==> config.mk <==
export PLATFORM = sky130hd
export DESIGN_NAME = acsr_top
export DESIGN_NICKNAME = d
export VERILOG_FILES = /design/src/design/acsr_pkg.sv /design/src/design/acsr_conv_if.sv /design/src/design/acsr_top.sv /design/src/design/acsr_conv_core.sv
export SDC_FILE = /design/constraint.sdc
export NUM_CORES = 1
export LEC_CHECK = 0
export ABC_AREA = 1
export BUFFER_PORTS_ARGS = -buffer_cell sky130_fd_sc_hd__buf_2
export CORE_MARGIN = 2
export CORE_UTILIZATION = 48
export DETAILED_ROUTE_END_ITERATION = 12
export GPL_TIMING_DRIVEN = 0
export PLACE_DENSITY = 0.8
export SYNTH_ARGS = -nofsm -noshare
export SYNTH_HDL_FRONTEND = slang
export SYNTH_SLANG_ARGS = --single-unit
==> constraint.sdc <==
create_clock -name clk_sys -period 4.5 [get_ports clk_sys]
set_input_delay 0.45 -clock clk_sys [delete_from_list [all_inputs] [get_ports clk_sys]]
set_output_delay 0.45 -clock clk_sys [all_outputs]
set_load 0.01 [all_outputs]
==> src/design/acsr_pkg.sv <==
// constants for the converter channel-select and result logic
package acsr_pkg;
    localparam int unsigned CLK_MHZ = 250;
    localparam logic [3:0] ADDR_CTRL = 4'h0;
    localparam logic [5:0] ADDR_RES1 = 6'h04;
    localparam logic [5:0] ADDR_RES2 = 6'h08;
    localparam logic [5:0] ADDR_RES3 = 6'h0c;
    localparam logic [5:0] ADDR_RES4 = 6'h10;
    localparam logic [5:0] ADDR_RES_BASE = 6'h04;
    localparam logic [5:0] ADDR_IRQ_STAT = 6'h14;
    localparam logic [5:0] ADDR_IRQ_MASK = 6'h18;
    localparam logic [5:0] ADDR_CTRL_W = 6'h00;
    localparam int CTRL_FLAG_BIT = 7;
    localparam int CTRL_ZERO_BIT = 6;
    localparam int CTRL_SCAN_BIT = 5;
    localparam int CTRL_MULTI_CHANNEL_MODE_BIT = 4;
    localparam logic [3:0] SEL_PIN_MAX = 4'h7;
    localparam logic [3:0] SEL_VHIGH = 4'hc;
    localparam logic [3:0] SEL_VLOW = 4'hd;
    localparam logic [3:0] SEL_VHALF = 4'he;
    localparam int unsigned SAMPLE_CYCLES = 12;
    localparam int unsigned CONV_CYCLES = 32;
    localparam int unsigned CLK_DIV = 4;
    localparam logic [1:0] RESP_OKAY = 2'b00;
    localparam logic [1:0] RESP_SLVERR = 2'b10;
endpackage

==> src/design/acsr_conv_if.sv <==
// handshake between the sequencer and the converter core
`timescale 1ns/100ps
interface acsr_conv_if;
    logic start;
    logic [3:0] sel;
    logic half_ref;
    logic sample_sw;
    logic done;
    logic [7:0] result;
    modport seq (output start, output sel, output half_ref, input sample_sw, input done, input result);
    modport core (input start, input sel, input half_ref, output sample_sw, output done, output result);
endinterface

==> src/design/acsr_top.sv <==
// channel selection, sequencing and result registers behind an axi4-lite slave
// Summary of operation
// - four select bits choose conversion channels
// - multi mode ignores low select bits
// - group of four, fixed result registers
// - codes route pins, references, reserved
// - half reference by capacitor arrangement
// - four read-only eight-bit results
// - flag set when all four valid
// - results update outside bus read
// - sampling switch closed twelve cycles
// - control write clears flag, restarts
// - scan off once, on round-robin
// - single mode converts one channel four times
// - flag reset cleared, bit6 reads zero
`timescale 1ns/100ps
module acsr_top (
    input wire logic clk_sys,
    input wire logic reset,
    input wire logic [5:0] s_axi_awaddr,
    input wire logic s_axi_awvalid,
    output logic s_axi_awready,
    input wire logic [31:0] s_axi_wdata,
    input wire logic [3:0] s_axi_wstrb,
    input wire logic s_axi_wvalid,
    output logic s_axi_wready,
    output logic [1:0] s_axi_bresp,
    output logic s_axi_bvalid,
    input wire logic s_axi_bready,
    input wire logic [5:0] s_axi_araddr,
    input wire logic s_axi_arvalid,
    output logic s_axi_arready,
    output logic [31:0] s_axi_rdata,
    output logic [1:0] s_axi_rresp,
    output logic s_axi_rvalid,
    input wire logic s_axi_rready,
    input wire logic cmp_in,
    output logic [3:0] mux_sel,
    output logic mux_half_ref,
    output logic sample_switch,
    output logic irq
);
    acsr_conv_if cv ();

    logic [5:0] ctrl;
    logic conversions_complete_flag;
    logic [7:0] res [4];
    logic [1:0] slot;
    logic running;
    logic seq_done_pulse;
    logic [1:0] irq_stat;
    logic [1:0] irq_mask;
    logic [1:0] div;
    logic tick;
    logic aw_held, w_held;
    logic [5:0] aw_addr;
    logic [31:0] w_data;
    logic [3:0] w_strb;
    logic ctrl_wr;
    logic rd_busy;

    wire logic multi_channel_mode = ctrl[acsr_pkg::CTRL_MULTI_CHANNEL_MODE_BIT];
    wire logic scan_mode = ctrl[acsr_pkg::CTRL_SCAN_BIT];
    wire logic [3:0] chan_sel = ctrl[3:0];

    // converter clock enable from divider
    always_ff @(posedge clk_sys or posedge reset) begin
        if (reset) begin
            div <= 2'h0;
            tick <= 1'b0;
        end else begin
            div <= (div == 2'(acsr_pkg::CLK_DIV - 1)) ? 2'h0 : div + 2'h1;
            tick <= (div == 2'h0);
        end
    end

    // write channel: address and data taken in any order
    always_ff @(posedge clk_sys or posedge reset) begin
        if (reset) begin
            aw_held <= 1'b0;
            w_held <= 1'b0;
            aw_addr <= 6'h00;
            w_data <= 32'h0;
            w_strb <= 4'h0;
            s_axi_awready <= 1'b0;
            s_axi_wready <= 1'b0;
            s_axi_bvalid <= 1'b0;
            s_axi_bresp <= acsr_pkg::RESP_OKAY;
            ctrl_wr <= 1'b0;
        end else begin
            ctrl_wr <= 1'b0;
            s_axi_awready <= !aw_held && !s_axi_awready && !s_axi_bvalid;
            s_axi_wready <= !w_held && !s_axi_wready && !s_axi_bvalid;
            if (s_axi_awvalid && s_axi_awready) begin
                aw_held <= 1'b1;
                aw_addr <= s_axi_awaddr;
                s_axi_awready <= 1'b0;
            end
            if (s_axi_wvalid && s_axi_wready) begin
                w_held <= 1'b1;
                w_data <= s_axi_wdata;
                w_strb <= s_axi_wstrb;
                s_axi_wready <= 1'b0;
            end
            if (aw_held && w_held && !s_axi_bvalid) begin
                aw_held <= 1'b0;
                w_held <= 1'b0;
                s_axi_bvalid <= 1'b1;
                s_axi_bresp <= (aw_addr == acsr_pkg::ADDR_CTRL_W || aw_addr == acsr_pkg::ADDR_IRQ_STAT ||
                                aw_addr == acsr_pkg::ADDR_IRQ_MASK) ? acsr_pkg::RESP_OKAY : acsr_pkg::RESP_SLVERR;
                ctrl_wr <= (aw_addr == acsr_pkg::ADDR_CTRL_W) && w_strb[0];
            end else if (s_axi_bvalid && s_axi_bready) begin
                s_axi_bvalid <= 1'b0;
            end
        end
    end

    wire logic wr_commit = aw_held && w_held && !s_axi_bvalid;

    // control bits have no reset and keep their value across it
    always_ff @(posedge clk_sys) begin
        if (wr_commit && w_strb[0] && aw_addr == acsr_pkg::ADDR_CTRL_W) begin
            ctrl <= w_data[5:0];
        end
    end

    always_ff @(posedge clk_sys or posedge reset) begin
        if (reset) begin
            irq_mask <= 2'h0;
        end else if (wr_commit && w_strb[0] && aw_addr == acsr_pkg::ADDR_IRQ_MASK) begin
            irq_mask <= w_data[1:0];
        end
    end

    // low bits replaced by slot in multi mode
    // single mode uses all four bits
    // codes pass straight to the analog mux
    // half reference via capacitor arrangement, no divider
    logic [3:0] next_sel;
    logic next_half;
    always_comb begin
        next_sel = multi_channel_mode ? {chan_sel[3:2], ctrl_wr ? 2'h0 : slot + 2'h1} : chan_sel;
        next_half = (next_sel == acsr_pkg::SEL_VHALF);
    end

    // sequencer: ctrl_wr aborts and restarts
    always_ff @(posedge clk_sys or posedge reset) begin
        if (reset) begin
            running <= 1'b0;
            slot <= 2'h0;
            cv.start <= 1'b0;
            cv.sel <= 4'h0;
            cv.half_ref <= 1'b0;
            seq_done_pulse <= 1'b0;
        end else begin
            cv.start <= 1'b0;
            seq_done_pulse <= 1'b0;
            if (ctrl_wr) begin
                running <= 1'b1;
                slot <= 2'h0;
                cv.start <= 1'b1;
                cv.sel <= next_sel;
                cv.half_ref <= next_half;
            end else if (running && cv.done) begin
                slot <= slot + 2'h1;
                if (slot == 2'h3) begin
                    seq_done_pulse <= 1'b1;
                    running <= scan_mode;
                end
                if (slot != 2'h3 || scan_mode) begin
                    cv.start <= 1'b1;
                    cv.sel <= next_sel;
                    cv.half_ref <= next_half;
                end
            end
        end
    end

    acsr_conv_core u_core (
        .clk_sys(clk_sys),
        .reset(reset),
        .tick(tick),
        .abort(ctrl_wr),
        .cmp_in(cmp_in),
        .cv(cv)
    );

    // results load only while no read data is being formed
    // slot picks the result register; conversion order
    // reserved codes fill registers all the same
    logic pend;
    logic [1:0] pend_slot;
    logic [7:0] pend_val;
    always_ff @(posedge clk_sys or posedge reset) begin
        if (reset) begin
            pend <= 1'b0;
            pend_slot <= 2'h0;
            pend_val <= 8'h00;
            for (int i = 0; i < 4; i++) begin
                res[i] <= 8'h00;
            end
        end else begin
            if (running && cv.done && !ctrl_wr) begin
                pend <= 1'b1;
                pend_slot <= slot;
                pend_val <= cv.result;
            end else if (pend && !(s_axi_arvalid && s_axi_arready)) begin
                pend <= 1'b0;
                res[pend_slot] <= pend_val;
            end
        end
    end

    // flag after fourth result lands; cleared by reset
    logic flag_arm;
    always_ff @(posedge clk_sys or posedge reset) begin
        if (reset) begin
            conversions_complete_flag <= 1'b0;
            flag_arm <= 1'b0;
        end else if (ctrl_wr) begin
            conversions_complete_flag <= 1'b0;
            flag_arm <= 1'b0;
        end else begin
            if (seq_done_pulse) begin
                flag_arm <= 1'b1;
            end
            if (flag_arm && !pend) begin
                conversions_complete_flag <= 1'b1;
                flag_arm <= 1'b0;
            end
        end
    end

    // sticky events: bit0 sequence complete, bit1 each result; set beats clear
    wire logic [1:0] ev = {pend && !(s_axi_arvalid && s_axi_arready), flag_arm && !pend};
    always_ff @(posedge clk_sys or posedge reset) begin
        if (reset) begin
            irq_stat <= 2'h0;
            irq <= 1'b0;
        end else begin
            if (wr_commit && w_strb[0] && aw_addr == acsr_pkg::ADDR_IRQ_STAT) begin
                irq_stat <= (irq_stat & ~w_data[1:0]) | ev;
            end else begin
                irq_stat <= irq_stat | ev;
            end
            irq <= |(irq_stat & irq_mask);
        end
    end

    // read channel: results read only; bit 6 zero
    always_ff @(posedge clk_sys or posedge reset) begin
        if (reset) begin
            s_axi_arready <= 1'b0;
            s_axi_rvalid <= 1'b0;
            s_axi_rdata <= 32'h0;
            s_axi_rresp <= acsr_pkg::RESP_OKAY;
            rd_busy <= 1'b0;
        end else begin
            s_axi_arready <= !rd_busy && !s_axi_arready;
            if (s_axi_arvalid && s_axi_arready) begin
                s_axi_arready <= 1'b0;
                rd_busy <= 1'b1;
                s_axi_rvalid <= 1'b1;
                s_axi_rresp <= acsr_pkg::RESP_OKAY;
                case (s_axi_araddr)
                    acsr_pkg::ADDR_CTRL_W: s_axi_rdata <= {24'h0, conversions_complete_flag, 1'b0, ctrl[5:0]};
                    acsr_pkg::ADDR_RES1: s_axi_rdata <= {24'h0, res[0]};
                    acsr_pkg::ADDR_RES2: s_axi_rdata <= {24'h0, res[1]};
                    acsr_pkg::ADDR_RES3: s_axi_rdata <= {24'h0, res[2]};
                    acsr_pkg::ADDR_RES4: s_axi_rdata <= {24'h0, res[3]};
                    acsr_pkg::ADDR_IRQ_STAT: s_axi_rdata <= {30'h0, irq_stat};
                    acsr_pkg::ADDR_IRQ_MASK: s_axi_rdata <= {30'h0, irq_mask};
                    default: begin
                        s_axi_rdata <= 32'h0;
                        s_axi_rresp <= acsr_pkg::RESP_SLVERR;
                    end
                endcase
            end else if (s_axi_rvalid && s_axi_rready) begin
                s_axi_rvalid <= 1'b0;
                rd_busy <= 1'b0;
            end
        end
    end

    always_ff @(posedge clk_sys or posedge reset) begin
        if (reset) begin
            mux_sel <= 4'h0;
            mux_half_ref <= 1'b0;
            sample_switch <= 1'b0;
        end else begin
            mux_sel <= cv.sel;
            mux_half_ref <= cv.half_ref;
            sample_switch <= cv.sample_sw;
        end
    end

    // sample switch stays closed at most twelve converter ticks, exactly twelve unless a control write aborts
    logic [5:0] sw_ticks;
    always_ff @(posedge clk_sys or posedge reset) begin
        if (reset) begin
            sw_ticks <= 6'h00;
        end else if (!cv.sample_sw) begin
            sw_ticks <= 6'h00;
        end else if (tick) begin
            sw_ticks <= sw_ticks + 6'h01;
        end
    end

    sample_len_a: assert property (@(posedge clk_sys) disable iff (reset)
        sw_ticks <= 6'd12) else $error("sample window too long");
    sample_full_a: assert property (@(posedge clk_sys) disable iff (reset)
        $fell(cv.sample_sw) && !$past(ctrl_wr) |-> sw_ticks == 6'd12) else $error("sample cut short");
    flag_clear_a: assert property (@(posedge clk_sys) disable iff (reset)
        ctrl_wr |=> !conversions_complete_flag) else $error("flag not cleared by write");
    restart_a: assert property (@(posedge clk_sys) disable iff (reset)
        ctrl_wr |=> cv.start && running) else $error("no restart after write");
    multi_sel_a: assert property (@(posedge clk_sys) disable iff (reset)
        $rose(cv.start) && multi_channel_mode && !ctrl_wr && !$past(ctrl_wr) |-> cv.sel[1:0] == slot)
        else $error("multi mode channel wrong");
    single_sel_a: assert property (@(posedge clk_sys) disable iff (reset)
        cv.start && !multi_channel_mode && !ctrl_wr |-> cv.sel == chan_sel) else $error("sel wrong");
    half_ref_a: assert property (@(posedge clk_sys) disable iff (reset)
        cv.start |-> cv.half_ref == (cv.sel == acsr_pkg::SEL_VHALF)) else $error("half ref mismatch");
    no_rd_upd_a: assert property (@(posedge clk_sys) disable iff (reset)
        (s_axi_arvalid && s_axi_arready) |=> $stable(res[0]) && $stable(res[1]) && $stable(res[2]) && $stable(res[3]))
        else $error("result changed during read");
    bit6_zero_a: assert property (@(posedge clk_sys) disable iff (reset)
        s_axi_rvalid && $past(s_axi_araddr) == 6'h00 && $rose(s_axi_rvalid) |-> !s_axi_rdata[6])
        else $error("bit 6 not zero");
    once_stop_a: assert property (@(posedge clk_sys) disable iff (reset)
        seq_done_pulse && !scan_mode && !ctrl_wr |=> !running) else $error("single pass kept running");
    flag_set_a: assert property (@(posedge clk_sys) disable iff (reset)
        $rose(conversions_complete_flag) |-> $past(flag_arm) && !$past(pend)) else $error("flag set early");
endmodule

==> src/design/acsr_conv_core.sv <==
// successive-approximation core: sample window then one bit per tick
`timescale 1ns/100ps
module acsr_conv_core #(
    parameter int unsigned SAMPLE = acsr_pkg::SAMPLE_CYCLES,
    parameter int unsigned TOTAL = acsr_pkg::CONV_CYCLES
) (
    input wire logic clk_sys,
    input wire logic reset,
    input wire logic tick,
    input wire logic abort,
    input wire logic cmp_in,
    acsr_conv_if.core cv
);
    logic [5:0] cnt;
    logic busy;
    logic [7:0] sar;
    logic [2:0] bitpos;

    always_ff @(posedge clk_sys or posedge reset) begin
        if (reset) begin
            busy <= 1'b0;
            cnt <= 6'h00;
            cv.sample_sw <= 1'b0;
            cv.done <= 1'b0;
        end else begin
            cv.done <= 1'b0;
            if (abort || cv.start) begin
                busy <= cv.start;
                cnt <= 6'h00;
                cv.sample_sw <= 1'b0;
            end else if (busy && tick) begin
                cnt <= cnt + 6'h01;
                // closes on a tick so the window is whole ticks
                if (cnt == 6'h00) begin
                    cv.sample_sw <= 1'b1;
                end
                if (cnt == 6'(SAMPLE)) begin
                    cv.sample_sw <= 1'b0;
                end
                if (cnt == 6'(TOTAL - 1)) begin
                    busy <= 1'b0;
                    cv.done <= 1'b1;
                end
            end
        end
    end

    always_ff @(posedge clk_sys or posedge reset) begin
        if (reset) begin
            sar <= 8'h00;
            bitpos <= 3'h7;
            cv.result <= 8'h00;
        end else if (cv.start) begin
            sar <= 8'h80;
            bitpos <= 3'h7;
        end else if (busy && tick && cnt >= 6'(SAMPLE) && cnt < 6'(SAMPLE + 8)) begin
            // comparator high means keep the trial bit
            if (!cmp_in) begin
                sar[bitpos] <= 1'b0;
            end
            if (bitpos != 3'h0) begin
                sar[bitpos - 3'h1] <= 1'b1;
                bitpos <= bitpos - 3'h1;
            end
        end else if (busy && tick && cnt == 6'(TOTAL - 1)) begin
            cv.result <= sar;
        end
    end
endmodule

==> results of run 1 <==
[metal layers]
layer	vias to the layer above	global-route usage, %
li1	2323	-
met2	122	34.69
met1	2331	25.31
met4	0	8.471
met3	20	5.760
met5	-	0
[final cells by class]
cell class,count,area (µm²)
buffer,39,286.5
multi-input combinational,452,2236
tap,172,215.2
clock buffer,20,467.9
timing repair buffer,49,267.8
inverter,71,272.8
clock inverter,12,142.6
fill,1071,5241
sequential,134,3387
[worst max-delay path: stages (launching register included)]
cell and delay [ns]:
sky130_fd_sc_hd__dfstp_2 0.57, sky130_fd_sc_hd__inv_1 0.11, sky130_fd_sc_hd__ha_1 0.21, sky130_fd_sc_hd__inv_1 0.05
sky130_fd_sc_hd__nand2_1 0.04, sky130_fd_sc_hd__nand2_1 0.12, sky130_fd_sc_hd__inv_1 0.07, sky130_fd_sc_hd__nor2_1 0.09
sky130_fd_sc_hd__nand3_1 0.10, sky130_fd_sc_hd__o21ai_0 0.15
[metrics by stage]
step / cells / setup slack, ns / TNS, ns / hold slack, ns
global placement: 916 / -0.7063 / -87.23 / 0.3576
global route: 949 / 2.777 / 0 / 0.1469
floorplan: 696 / 0.6423 / 0 / 0.3537
CTS: 949 / 2.912 / 0 / 0.1201
finish: 949 / 2.895 / 0 / 0.08024
detailed placement: 917 / 2.928 / 0 / 0.3609
[cells in the final DEF, fill, tap and decap left out, types with 2 or more instances in the layout]
cell type / Yosys / final
sky130_fd_sc_hd__buf_2: 4 / 52
sky130_fd_sc_hd__nand2_1: 183 / 183
sky130_fd_sc_hd__ha_1: 7 / 7
sky130_fd_sc_hd__nand3_4: 3 / 3
sky130_fd_sc_hd__clkinv_1: 2 / 2
sky130_fd_sc_hd__o22ai_1: 2 / 2
sky130_fd_sc_hd__dfstp_2: 3 / 3
sky130_fd_sc_hd__nand3_1: 35 / 35
sky130_fd_sc_hd__nor2_2: 4 / 4
sky130_fd_sc_hd__clkinvlp_4: 0 / 4
sky130_fd_sc_hd__nor2_1: 35 / 35
sky130_fd_sc_hd__a21oi_1: 7 / 7
sky130_fd_sc_hd__nand2_2: 8 / 8
sky130_fd_sc_hd__o21bai_1: 5 / 5
sky130_fd_sc_hd__buf_4: 28 / 28
sky130_fd_sc_hd__inv_6: 0 / 3
sky130_fd_sc_hd__inv_1: 63 / 62
sky130_fd_sc_hd__o21ai_1: 25 / 25
sky130_fd_sc_hd__edfxtp_1: 6 / 6
sky130_fd_sc_hd__nor2_4: 6 / 6
sky130_fd_sc_hd__clkinv_4: 0 / 4
sky130_fd_sc_hd__a31oi_1: 3 / 3
sky130_fd_sc_hd__inv_2: 5 / 5
sky130_fd_sc_hd__nand4_1: 19 / 19
sky130_fd_sc_hd__nand3_2: 2 / 2
sky130_fd_sc_hd__nand2_4: 3 / 3
sky130_fd_sc_hd__or2_1: 2 / 2
sky130_fd_sc_hd__nor3_1: 7 / 7
sky130_fd_sc_hd__clkbuf_1: 3 / 4
sky130_fd_sc_hd__o211ai_1: 2 / 2
sky130_fd_sc_hd__bufinv_16: 0 / 2
sky130_fd_sc_hd__buf_6: 4 / 4
sky130_fd_sc_hd__o21ai_0: 60 / 60
sky130_fd_sc_hd__clkbuf_16: 0 / 18
sky130_fd_sc_hd__conb_1: 1 / 26
sky130_fd_sc_hd__dfrtp_1: 125 / 125
[cells by family (layout without fill, tap and decap cells)]
kind of cell | after synthesis | after routing | share of synthesized area, %
and+or+nand+nor | 310 | 310 | 23.86
DFF | 134 | 134 | 55.68
buffers and inverters | 110 | 191 | 9.111
AOI/OAI and AO/OA | 108 | 108 | 9.708
adders and majority gates | 7 | 7 | 1.440
other | 1 | 26 | 0.06164
xor gates and xnor gates | 1 | 1 | 0.1440
[power groups by stage]
stage	Combinational (mW)	Clock [mW]	Sequential, mW
6_report	0.564	1.41	1.52
3_5_place_dp	0.553	0	1.53
2_1_floorplan	0.383	0	1.53
3_3_place_gp	0.534	0	1.53
4_1_cts	0.566	1.42	1.52
5_1_grt	0.649	1.48	1.54
[registers in the layout, indices dropped and copies added (netlist names), 2 cells and up]
name,count
u_core.cv.result,8
s_axi_rdata,8
u_core.bitpos,3
slot,2
div,2
mux_sel,4
w_data,6
irq_mask,2
res,32
irq_stat,2
pend_val,8
aw_addr,6
ctrl,6
u_core.cnt,6
cv.sel,4
u_core.sar,8
pend_slot,2
[final timing paths]
| kind | start | endpoint | slack [ns] | depth (start not counted) |
|---|---|---|---|---|
| worst max-delay path | u_core.bitpos[1] | u_core.sar[1] | 2.89 | 9 |
| worst max register to register | u_core.bitpos[1] | u_core.sar[1] | 2.89 | 9 |
| max in group asynchronous | reset | s_axi_rdata[6] | 3.68 | 3 |
| worst min register to register | cv.sel[1] | mux_sel[1] | 0.37 | 0 |
| worst min-delay path | reset | s_axi_wready | 0.08 | 2 |
| min in group clk_sys | s_axi_rready | rd_busy | 0.22 | 2 |
==> flow_summary.rst, run 1 <==
.. list-table::
   :header-rows: 1

   * - Metric
     - Value
   * - Yosys Warn Count
     - 0
   * - Setup repair after global routing missed its margin
     - false
   * - Clock slew at reported path FFs
     - 0.06 ns
   * - Routed vias
     - 4796
   * - Routed met1 length
     - 5.506 mm
   * - Pin count of the biggest net entering global routing
     - 69
   * - Row Count
     - 41
   * - Setup Skew
     - 0.01308 ns
   * - Top post-synthesis cells by area
     - sky130_fd_sc_hd__dfrtp_1 (51%), sky130_fd_sc_hd__nand2_1 (11%), sky130_fd_sc_hd__o21ai_0 (4.9%)
   * - Initial core utilization
     - 48.60%
   * - Data required time of the critical path
     - 4.83 ns
   * - Post-synthesis to final-layout area growth
     - 19.60%
   * - Largest area contributor in the netlist
     - sky130_fd_sc_hd__dfrtp_1
   * - Number of levels the H-tree was split into
     - 4
   * - EDFF count, synth
     - 6
   * - Via density per instance
     - 5.054
   * - Drt total wl
     - 12.82 mm
   * - P_sw
     - 1.019 mW
   * - Initial detailed-routing violation count
     - 423
   * - Leftover overflow at the end of global routing
     - 0
   * - Core utilization of the finished layout
     - 58.13%
   * - Clock insertion delay at the later pin of the skew report
     - 0.42 ns
   * - Die Footprint
     - 13590 µm²
   * - Quantity of gates resized following cts
     - 0
   * - Leakage
     - 3.727 nW
   * - Most frequently used cell type in the post-synthesis netlist
     - sky130_fd_sc_hd__nand2_1
   * - Highest signal layer in the routed design
     - met4
   * - Worst min-delay path class
     - primary input to asynchronous set/reset pin
   * - Buffer depth of the longest clock path
     - 2
   * - Area share of the leading cell type in the synthesized netlist
     - 51.42%
   * - Number of optimization iterations in the first detailed-route pass
     - 7
   * - DIE HEIGHT
     - 116.6 µm
   * - Clock tree from TritonCTS
     - built
   * - Global routing usage summed across all routing layers
     - 20.66%
   * - Cell count after synthesis
     - 671
   * - IO Count
     - 104
   * - Comb power frac
     - 16.2%
   * - Met2 wire length
     - 6.344 mm
   * - Relative slew margins
     - 62.02%
   * - Setup violations, final
     - 0
   * - ANT nets after route
     - 0
   * - Crit-path max FO
     - 5
   * - Die Width
     - 116.6 µm
   * - Avg Cell Area, Syn
     - 9.066 µm²
   * - Antenna Cells
     - 0
   * - Hold Vio Cnt, Final
     - 0
   * - Path type of the worst setup path
     - flop to flop
   * - Type of element capturing the critical path
     - flop
   * - Minimum clock period after layout
     - 1.605 ns
   * - Relative contribution of the clock network to total power
     - 40.4%
   * - First-pass GRT wire length
     - 21.71 mm
   * - Max-capacitance violation count
     - 0
   * - Number of nets in the layout
     - 827
   * - Unique masters post-synth
     - 40
   * - Final design instance area without fill
     - 7276 µm²
   * - Average wire per cell in the routed design
     - 13.51 µm
   * - Total count of max-transition violations in the final report
     - 0
   * - Area of the core region
     - 12520 µm²
   * - Most used flip-flop cell after synthesis
     - sky130_fd_sc_hd__dfrtp_1
   * - Vias in the first global route
     - 4626
   * - Mapped Area
     - 6083 µm²
   * - Outcome
     - complete, no violations
   * - Most common library cells after synthesis
     - sky130_fd_sc_hd__nand2_1 (183), sky130_fd_sc_hd__dfrtp_1 (125), sky130_fd_sc_hd__inv_1 (63), sky130_fd_sc_hd__o21ai_0 (60)
   * - Register share of total power
     - 43.5%
   * - Worst Path Arrival
     - 1.94 ns
   * - Routed wl met3
     - 653 µm
   * - DRC errors left
     - 0
   * - Layout cell share with drive strength beyond 1
     - 19.95%
   * - Post-DP HPWL
     - 8.409 mm
   * - Highest ir drop seen on vdd
     - 0.2982 mV
   * - Number of setup buffers added after CTS
     - 0
   * - Port buffer count
     - 48
   * - Critical path startpoint category
     - flop
   * - Post-synth ARST share
     - 95.52%
   * - Share of the cycle needed by the critical path after routing
     - 35.67%
   * - Cell internal pwr
     - 2.471 mW
   * - Antenna violations before repair
     - 0
   * - Hold_buf cts
     - 0
   * - Sequential-to-total area share from yosys stat
     - 55.68%
   * - Number of buffers added by the clock tree synthesis step
     - 17
   * - Power after layout
     - 3.490 mW
   * - Post-placement cell area
     - 6665 µm²
   * - F_max
     - 0.6230 GHz
   * - Clk sinks
     - 134
   * - Power per cell area
     - 479.7 nW/µm²
   * - Synthesis-stage register bit count
     - 134
   * - Worst Max-Slew Pin Slew
     - 0.5698 ns
   * - Sw frac
     - 29.20%
   * - Placer Congestion
     - 0.8658
   * - Buffer cell driving the clock tree root
     - sky130_fd_sc_hd__clkbuf_16
(Power assumes the default switching activity.)
==> inputs of run 2 (changes only) <==
--- a/config.mk
+++ b/config.mk
@@ -5,7 +5,7 @@
 export SDC_FILE = /design/constraint.sdc
 export NUM_CORES = 1
 export LEC_CHECK = 0
-export ABC_AREA = 1
+export ABC_AREA = 0
 export BUFFER_PORTS_ARGS = -buffer_cell sky130_fd_sc_hd__buf_2
 export CORE_MARGIN = 2
 export CORE_UTILIZATION = 48
==> constraint.sdc (replaced) <==
create_clock -name clk_sys -period 1.6 [get_ports clk_sys]
set_input_delay 0.16 -clock clk_sys [delete_from_list [all_inputs] [get_ports clk_sys]]
set_output_delay 0.16 -clock clk_sys [all_outputs]
set_load 0.01 [all_outputs]
==> run 2 against run 1 <==
  * The flow now finishes with violations (setup timing)
  * Synthesized cell count decreased by 31%
  * Power grew to 2.8 times the previous value
  * Utilization grew 7.1 points
  * Final cell count fell by 18%
  * Worst setup slack lost 3.2 ns
  * Clock skew down 0.0033 ns
  * Area after synthesis is 2.1% lower
  * Sequential cell count stayed put
  * First-iteration DRC count down 3.1%
  * Sequential share of layout area is 3.5 points lower
  * Critical path depth decreased by 3
  * Critical endpoint is now u_core.sar[5]
  * Highest routed layer unchanged
==> flow_summary.rst, run 2 <==
.. list-table::
   :header-rows: 1

   * - Metric
     - Value
   * - Number of nets in the layout
     - 664
   * - Mapped Area
     - 5957 µm²
   * - Placer Congestion
     - 0.8848
   * - Power per cell area
     - 1247 nW/µm²
   * - Buffer cell driving the clock tree root
     - sky130_fd_sc_hd__clkbuf_16
   * - Setup repair after global routing missed its margin
     - true
   * - Violated checks
     - setup timing
   * - Worst Max-Slew Pin Slew
     - 0.9250 ns
   * - Type of element capturing the critical path
     - flop
   * - Synthesis-stage register bit count
     - 134
   * - Drt total wl
     - 13.67 mm
   * - Number of optimization iterations in the first detailed-route pass
     - 7
   * - Antenna Cells
     - 0
   * - Cells along the critical path
     - buf_6, or3b_4, a2111oi_4, buf_4, a31oi_1, nor3_1
   * - Endpoint of the worst-slack reg-to-reg timing path
     - u_core.sar[5]
   * - Worst min-delay path class
     - primary input to flop
   * - DIE HEIGHT
     - 115.4 µm
   * - Clock tree from TritonCTS
     - built
   * - Sequential-to-total area share from yosys stat
     - 56.86%
   * - Minimum clock period after layout
     - 1.875 ns
   * - Number of cell instances on the worst register-to-register path
     - 6
   * - Leading cell type in the layout, fill and taps excluded
     - sky130_fd_sc_hd__dfrtp_1
   * - Leakage
     - 3.879 nW
   * - Setup Skew
     - 0.009749 ns
   * - Die Width
     - 115.4 µm
   * - Clock insertion delay at the later pin of the skew report
     - 0.41 ns
   * - Hold Vio Cnt, Final
     - 0
   * - Layout cell share with drive strength beyond 1
     - 42.51%
   * - Pin count of the biggest net entering global routing
     - 46
   * - Average wire per cell in the routed design
     - 17.49 µm
   * - Main combinational cell family by area after synthesis
     - multiplexers
   * - Sequential standard cell area
     - 3388 µm²
   * - Power after layout
     - 9.808 mW
   * - Row Count
     - 40
   * - Die Footprint
     - 13320 µm²
   * - Vias in the first global route
     - 4098
   * - Critical register-to-register path startpoint
     - u_core.cnt[3]
   * - Antenna violations before repair
     - 0
   * - Initial core utilization
     - 49.39%
   * - Post-synthesis to final-layout area growth
     - 32.07%
   * - Highest ir drop seen on vdd
     - 1.019 mV
   * - Setup TNS Final
     - -6.520 ns
   * - Core utilization of the finished layout
     - 65.23%
   * - Footprint of the multi-input gates
     - 2639 µm²
   * - Number of buffers added by the clock tree synthesis step
     - 17
   * - Critical path startpoint category
     - flop
   * - Worst min-delay path startpoint
     - s_axi_bready
   * - Crit-path max FO
     - 4
   * - End point of the most critical hold path
     - s_axi_bvalid
   * - Port buffer count
     - 46
   * - IO Count
     - 104
   * - Via density per instance
     - 5.307
   * - Top post-synthesis cells by area
     - sky130_fd_sc_hd__dfrtp_1 (53%), sky130_fd_sc_hd__mux2_2 (14%), sky130_fd_sc_hd__buf_4 (3.7%)
   * - Largest area contributor in the netlist
     - sky130_fd_sc_hd__dfrtp_1
   * - Buffer depth of the longest clock path
     - 2
   * - Leftover overflow at the end of global routing
     - 0
   * - Register bank with the most flops
     - res
   * - Share of the synthesized netlist area taken by xor and xnor gates
     - 1.323%
   * - Unique masters post-synth
     - 57
   * - Initial detailed-routing violation count
     - 410
   * - Outcome
     - complete, but fails checks
   * - Most frequently used cell type in the post-synthesis netlist
     - sky130_fd_sc_hd__dfrtp_1
   * - Setup violations, final
     - 48
   * - Largest stage delay on the critical path
     - 0.44 ns
   * - Most frequent cells in the layout
     - sky130_fd_sc_hd__dfrtp_1 (124), sky130_fd_sc_hd__buf_4 (55), sky130_fd_sc_hd__buf_2 (48)
   * - Area of the core region
     - 12060 µm²
   * - Post-DP HPWL
     - 8.102 mm
   * - Top Family by Delay on Critical Path
     - simple AND/OR/NAND/NOR gates
   * - Count of buffering cells on the critical path with inverters included
     - 2
   * - Synth Area in Simple Gates
     - 10.61%
   * - Clock slew at reported path FFs
     - 0.06 ns
   * - Largest register FFs
     - 32
   * - Final design instance area without fill
     - 7868 µm²
   * - Slowest-stage cell, CP
     - sky130_fd_sc_hd__a2111oi_4
   * - Pre-CTS setup slack
     - -0.4409 ns
   * - Post-synth ARST share
     - 95.52%
   * - Share of the cycle needed by the critical path after routing
     - 117.2%
   * - Total count of max-transition violations in the final report
     - 0
   * - Cell count after synthesis
     - 465
   * - F_max
     - 0.5333 GHz
   * - Most common library cells after synthesis
     - sky130_fd_sc_hd__dfrtp_1 (125), sky130_fd_sc_hd__mux2_2 (75), sky130_fd_sc_hd__buf_4 (29), sky130_fd_sc_hd__nor2_1 (29), sky130_fd_sc_hd__nand2_1 (19)
   * - Area share of the leading cell type in the synthesized netlist
     - 52.51%
   * - Number of levels the H-tree was split into
     - 4
   * - Data required time of the critical path
     - 1.93 ns
   * - DRC errors left
     - 0
   * - Compound-gate portion of the synthesized area
     - 7.603%
   * - Most used flip-flop cell after synthesis
     - sky130_fd_sc_hd__dfrtp_1
   * - Fraction of synthesized area in multiplexers
     - 16.61%
   * - Register-to-register setup slack
     - -0.28 ns
   * - ANT nets after route
     - 0
   * - Relative slew margins
     - 38.20%
   * - Post-synthesis adder-cell area fraction
     - 1.470%
   * - Routed vias
     - 4150
   * - Yosys Warn Count
     - 0
   * - Worst Path Arrival
     - 2.20 ns
   * - Path type of the worst setup path
     - flop to flop
   * - Cell depth of the worst hold path
     - 3
   * - Avg Cell Area, Syn
     - 12.81 µm²
   * - Post-placement cell area
     - 6644 µm²
   * - First-pass GRT wire length
     - 20.93 mm
   * - Clk sinks
     - 134
   * - EDFF count, synth
     - 6
   * - Count of filler cells inserted in the layout
     - 858
   * - Max-capacitance violation count
     - 0
   * - Setup ws final
     - -0.2750 ns
   * - Global routing usage summed across all routing layers
     - 20.64%
## run 2: cell count changes after synthesis, moves of 8 or more
cell	delta
sky130_fd_sc_hd__inv_1	-48
sky130_fd_sc_hd__mux2_2	+75
sky130_fd_sc_hd__mux2i_1	+10
sky130_fd_sc_hd__nand2_1	-164
sky130_fd_sc_hd__nand2_2	-8
sky130_fd_sc_hd__nand3_1	-29
sky130_fd_sc_hd__nand4_1	-15
sky130_fd_sc_hd__o21ai_0	-51
sky130_fd_sc_hd__o21ai_1	-25
## run 2: per-layer routing
metal | wire length [µm] | track usage [%]
met5 | 0 | 0
met4 | 178 | 8.594
met3 | 702 | 5.324
met2 | 7324 | 34.19
met1 | 5467 | 25.83
## run 2: worst min-delay path: cells and delay by family
kind | cells | cell delay [ns]
buffers and inverters | 2 | 0.13
AO/OA/AOI/OAI | 1 | 0.10
## run 2: how the worst max path moves through the flow
| stage | startpoint | end | cells past startpoint |
|---|---|---|---|
| after floorplan | ctrl_wr | res[24] | 6 |
| after global placement | reset | aw_held | 2 |
| after detailed placement | ctrl_wr | res[27] | 6 |
| after CTS | ctrl_wr | res[26] | 7 |
| after global routing | u_core.cnt[3] | u_core.sar[5] | 6 |
| final | u_core.cnt[3] | u_core.sar[5] | 6 |
## run 2: logic make-up (layout without fill, tap and decap cells)
family          count (synthesis)  after routing
buf+inv                        57            181
compound gates                 60             60
mux                            87             87
flops                         134            134
xor+xnor                        9              9
simple gates                  110            110
other cells                     1             26
fa+ha+maj                       7              7
## run 2: cell type report
cell class / instances / share of cell area, %
sequential: 134 / 43.07
multi-input combinational: 299 / 33.54
timing repair buffer: 95 / 8.826
clock buffer: 22 / 6.568
buffer: 39 / 3.674
tap: 168 / 2.672
clock inverter: 10 / 0.8588
inverter: 15 / 0.7952
## run 2: what timing repair did
| item | 4_1_cts | 5_1_grt |
|---|---|---|
| hold endpoints to repair | 51 | 1 |
| resized for setup | 46 | 20 |
| hold buffers | 13 | 1 |
| cloned | 0 | 0 |
| pin swaps | 6 | 15 |
| buffers inserted | 20 | 13 |
| setup endpoints to repair | 70 | 62 |
## run 2: stage by stage
step / cells / hold WS [ns]
global route: 782 / 0.01255
floorplan: 490 / 0.2564
detailed placement: 706 / 0.3640
finish: 782 / 0.01609
CTS: 770 / 0.0001893
global placement: 704 / 0.3423
## run 2: power breakdown
part,switching (mW),internal (mW)
combinational,0.890,0.876
clock,1.46,2.28
sequential,0.398,3.90
==> inputs of run 3 (changes only) <==
==> constraint.sdc (replaced) <==
create_clock -name clk_sys -period 1.6 [get_ports clk_sys]
set_input_delay 0.24 -clock clk_sys [delete_from_list [all_inputs] [get_ports clk_sys]]
set_output_delay 0.24 -clock clk_sys [all_outputs]
set_load 0.01 [all_outputs]
==> run 3 against run 2 <==
  * The run still ends with setup timing left
  * Critical path depth unchanged
  * Combinational power about the same
  * Clock power up 7.5%
  * Die area unchanged
  * Utilization down 1.0 points
  * Global-route usage up 1.0 points
  * Clock skew down 0.0016 ns
  * Final cell count down 2.0%
  * Hold slack better by 0.0043 ns
  * Largest cell class unchanged
==> flow_summary.rst, run 3 (synthesized netlist as in run 2, its figures left out) <==
.. list-table::
   :header-rows: 1

   * - Metric
     - Value
   * - Die Width
     - 115.4 µm
   * - Outcome
     - complete, but fails checks
   * - Setup repair after global routing missed its margin
     - true
   * - Share of the cycle needed by the critical path after routing
     - 114.2%
   * - Clock slew at reported path FFs
     - 0.06 ns
   * - Relative slew margins
     - 38.90%
   * - Hold Vio Cnt, Final
     - 0
   * - Routed vias
     - 4139
   * - IO Count
     - 104
   * - Pin count of the biggest net entering global routing
     - 46
   * - Power per cell area
     - 1309 nW/µm²
   * - Worst min-delay path class
     - primary input to asynchronous set/reset pin
   * - Core utilization of the finished layout
     - 64.22%
   * - Clock insertion delay at the later pin of the skew report
     - 0.41 ns
   * - Total count of max-transition violations in the final report
     - 0
   * - Register bank with the most flops
     - res
   * - Setup TNS Final
     - -5.996 ns
   * - Setup Skew
     - 0.008110 ns
   * - Number of nets in the layout
     - 648
   * - ANT nets after route
     - 0
   * - Buffer depth of the longest clock path
     - 2
   * - Leftover overflow at the end of global routing
     - 0
   * - DIE HEIGHT
     - 115.4 µm
   * - Worst Max-Slew Pin Slew
     - 0.9146 ns
   * - Critical path startpoint category
     - flop
   * - Setup ws final
     - -0.2269 ns
   * - Layout cell share with drive strength beyond 1
     - 43.31%
   * - Crit-path max FO
     - 5
   * - Buffer cell driving the clock tree root
     - sky130_fd_sc_hd__clkbuf_16
   * - Minimum clock period after layout
     - 1.827 ns
   * - Post-synthesis to final-layout area growth
     - 30.04%
   * - Largest register FFs
     - 32
   * - Path type of the worst setup path
     - flop to flop
   * - Area of the core region
     - 12060 µm²
   * - Clk sinks
     - 134
   * - Die Footprint
     - 13320 µm²
   * - Leakage
     - 3.831 nW
   * - Data required time of the critical path
     - 1.90 ns
   * - First-pass GRT wire length
     - 21.95 mm
   * - Largest stage delay on the critical path
     - 0.39 ns
   * - Most frequent cells in the layout
     - sky130_fd_sc_hd__dfrtp_1 (124), sky130_fd_sc_hd__buf_2 (48), sky130_fd_sc_hd__buf_4 (48)
   * - Cells along the critical path
     - and3b_2, and3b_1, buf_6, nor3b_4, buf_6, mux2_4
   * - Hold_buf cts
     - 0
   * - Max-capacitance violation count
     - 0
   * - Antenna violations before repair
     - 0
   * - Drt total wl
     - 13.41 mm
   * - Row Count
     - 40
   * - Type of element capturing the critical path
     - flop
   * - Setup violations, final
     - 46
   * - Via density per instance
     - 5.403
   * - Placer Congestion
     - 0.8986
   * - Slowest-stage cell, CP
     - sky130_fd_sc_hd__dfrtp_1
   * - Worst Path Arrival
     - 2.12 ns
   * - Number of optimization iterations in the first detailed-route pass
     - 5
   * - Violated checks
     - setup timing
   * - Count of filler cells inserted in the layout
     - 862
   * - Leading cell type in the layout, fill and taps excluded
     - sky130_fd_sc_hd__dfrtp_1
   * - Port buffer count
     - 46
   * - Clock tree from TritonCTS
     - built
   * - F_max
     - 0.5474 GHz
   * - Global routing usage summed across all routing layers
     - 21.66%
   * - Average wire per cell in the routed design
     - 17.50 µm
   * - Number of levels the H-tree was split into
     - 4
   * - Initial core utilization
     - 49.39%
   * - Antenna Cells
     - 0
   * - Post-DP HPWL
     - 8.382 mm
   * - DRC errors left
     - 0
   * - Number of buffers added by the clock tree synthesis step
     - 17
   * - Most frequent CP cell
     - sky130_fd_sc_hd__buf_6
   * - Vias in the first global route
     - 4332
   * - Highest ir drop seen on vdd
     - 0.8802 mV
   * - Initial detailed-routing violation count
     - 376
==> run 3: cell types whose count changed in the layout (fill, tap and decap cells not counted), moves of 2 or more <==
cell / delta
sky130_fd_sc_hd__dlygate4sd3_1: -14
sky130_fd_sc_hd__buf_4: -7
sky130_fd_sc_hd__buf_6: +6
sky130_fd_sc_hd__bufinv_16: +4
sky130_fd_sc_hd__clkbuf_8: -4
sky130_fd_sc_hd__clkbuf_16: -2
sky130_fd_sc_hd__o311ai_1: -2
==> run 3: per-layer routing <==
metal / global-route usage, % / vias to the layer above / share of wire (%)
met5: 0 / - / 0
met4: 9.317 / 0 / 2.3
met3: 6.378 / 28 / 5.4
met2: 35.28 / 155 / 51
met1: 26.98 / 2092 / 41
li1: - / 1864 / -
==> run 3: path summary, 6_finish.rpt <==
kind                                      from                   endpoint  slack (ns)  depth (start not counted)
worst max-delay path            u_core.cv.done                    res[28]       -0.23                          6
worst min-delay path                     reset             s_axi_rdata[5]        0.02                          2
worst max register to register  u_core.cv.done                    res[28]       -0.23                          6
worst min register to register       cv.sel[2]                 mux_sel[2]        0.38                          0
max in group asynchronous                reset  conversions_complete_flag        0.88                          3
min in group clk_sys              s_axi_rready                    rd_busy        0.02                          2
==> run 3: area by class of cell <==
class	count	area [µm²]	share of cell area [%]
flip-flops and latches	134	3388	43.74
multi-input cells	299	2634	34.00
repair buffers	79	545.5	7.042
clock buffers	18	429.2	5.540
plain buffers	39	287.8	3.715
well taps	168	210.2	2.714
clock inverters	14	183.9	2.374
inverters	15	67.56	0.8722
==> run 3: critical path, delay by kind of cell, from the launching register on <==
family | cells | cell delay, ns
buf+inv | 2 | 0.30
flops | 1 | 0.39
simple gates | 3 | 0.72
mux | 1 | 0.30
==> run 3: through the flow <==
step                      total power, mW  instance area [µm²]  instances  hold slack, ns  setup slack, ns
after floorplan                     5.393                 6173        490          0.3364          -0.2188
after detailed placement            5.862                 6654        706          0.3609          -0.4482
after global placement              5.745                 6614        704          0.3567          -0.9175
final                               10.14                 7746        766         0.02042          -0.2269
after global routing                10.59                 7746        766         0.01782          -0.2931
after CTS                           10.09                 7675        762         0.01971          -0.2341
==> run 3: where the power goes <==
group | leakage (nW) | total (mW) | internal [mW] | switching [mW]
sequential | 1.72 | 4.31 | 3.90 | 0.412
combinational | 1.81 | 1.80 | 0.915 | 0.886
clock | 0.291 | 4.03 | 2.59 | 1.44
total | 3.83 | 10.1 | 7.40 | 2.73
==> run 3: timing repair <==
| action | 4_1_cts | 5_1_grt |
|---|---|---|
| pin swaps | 9 | 13 |
| gates resized for setup | 57 | 18 |
| endpoints found under the setup margin | 70 | 63 |
| buffers inserted | 24 | 8 |
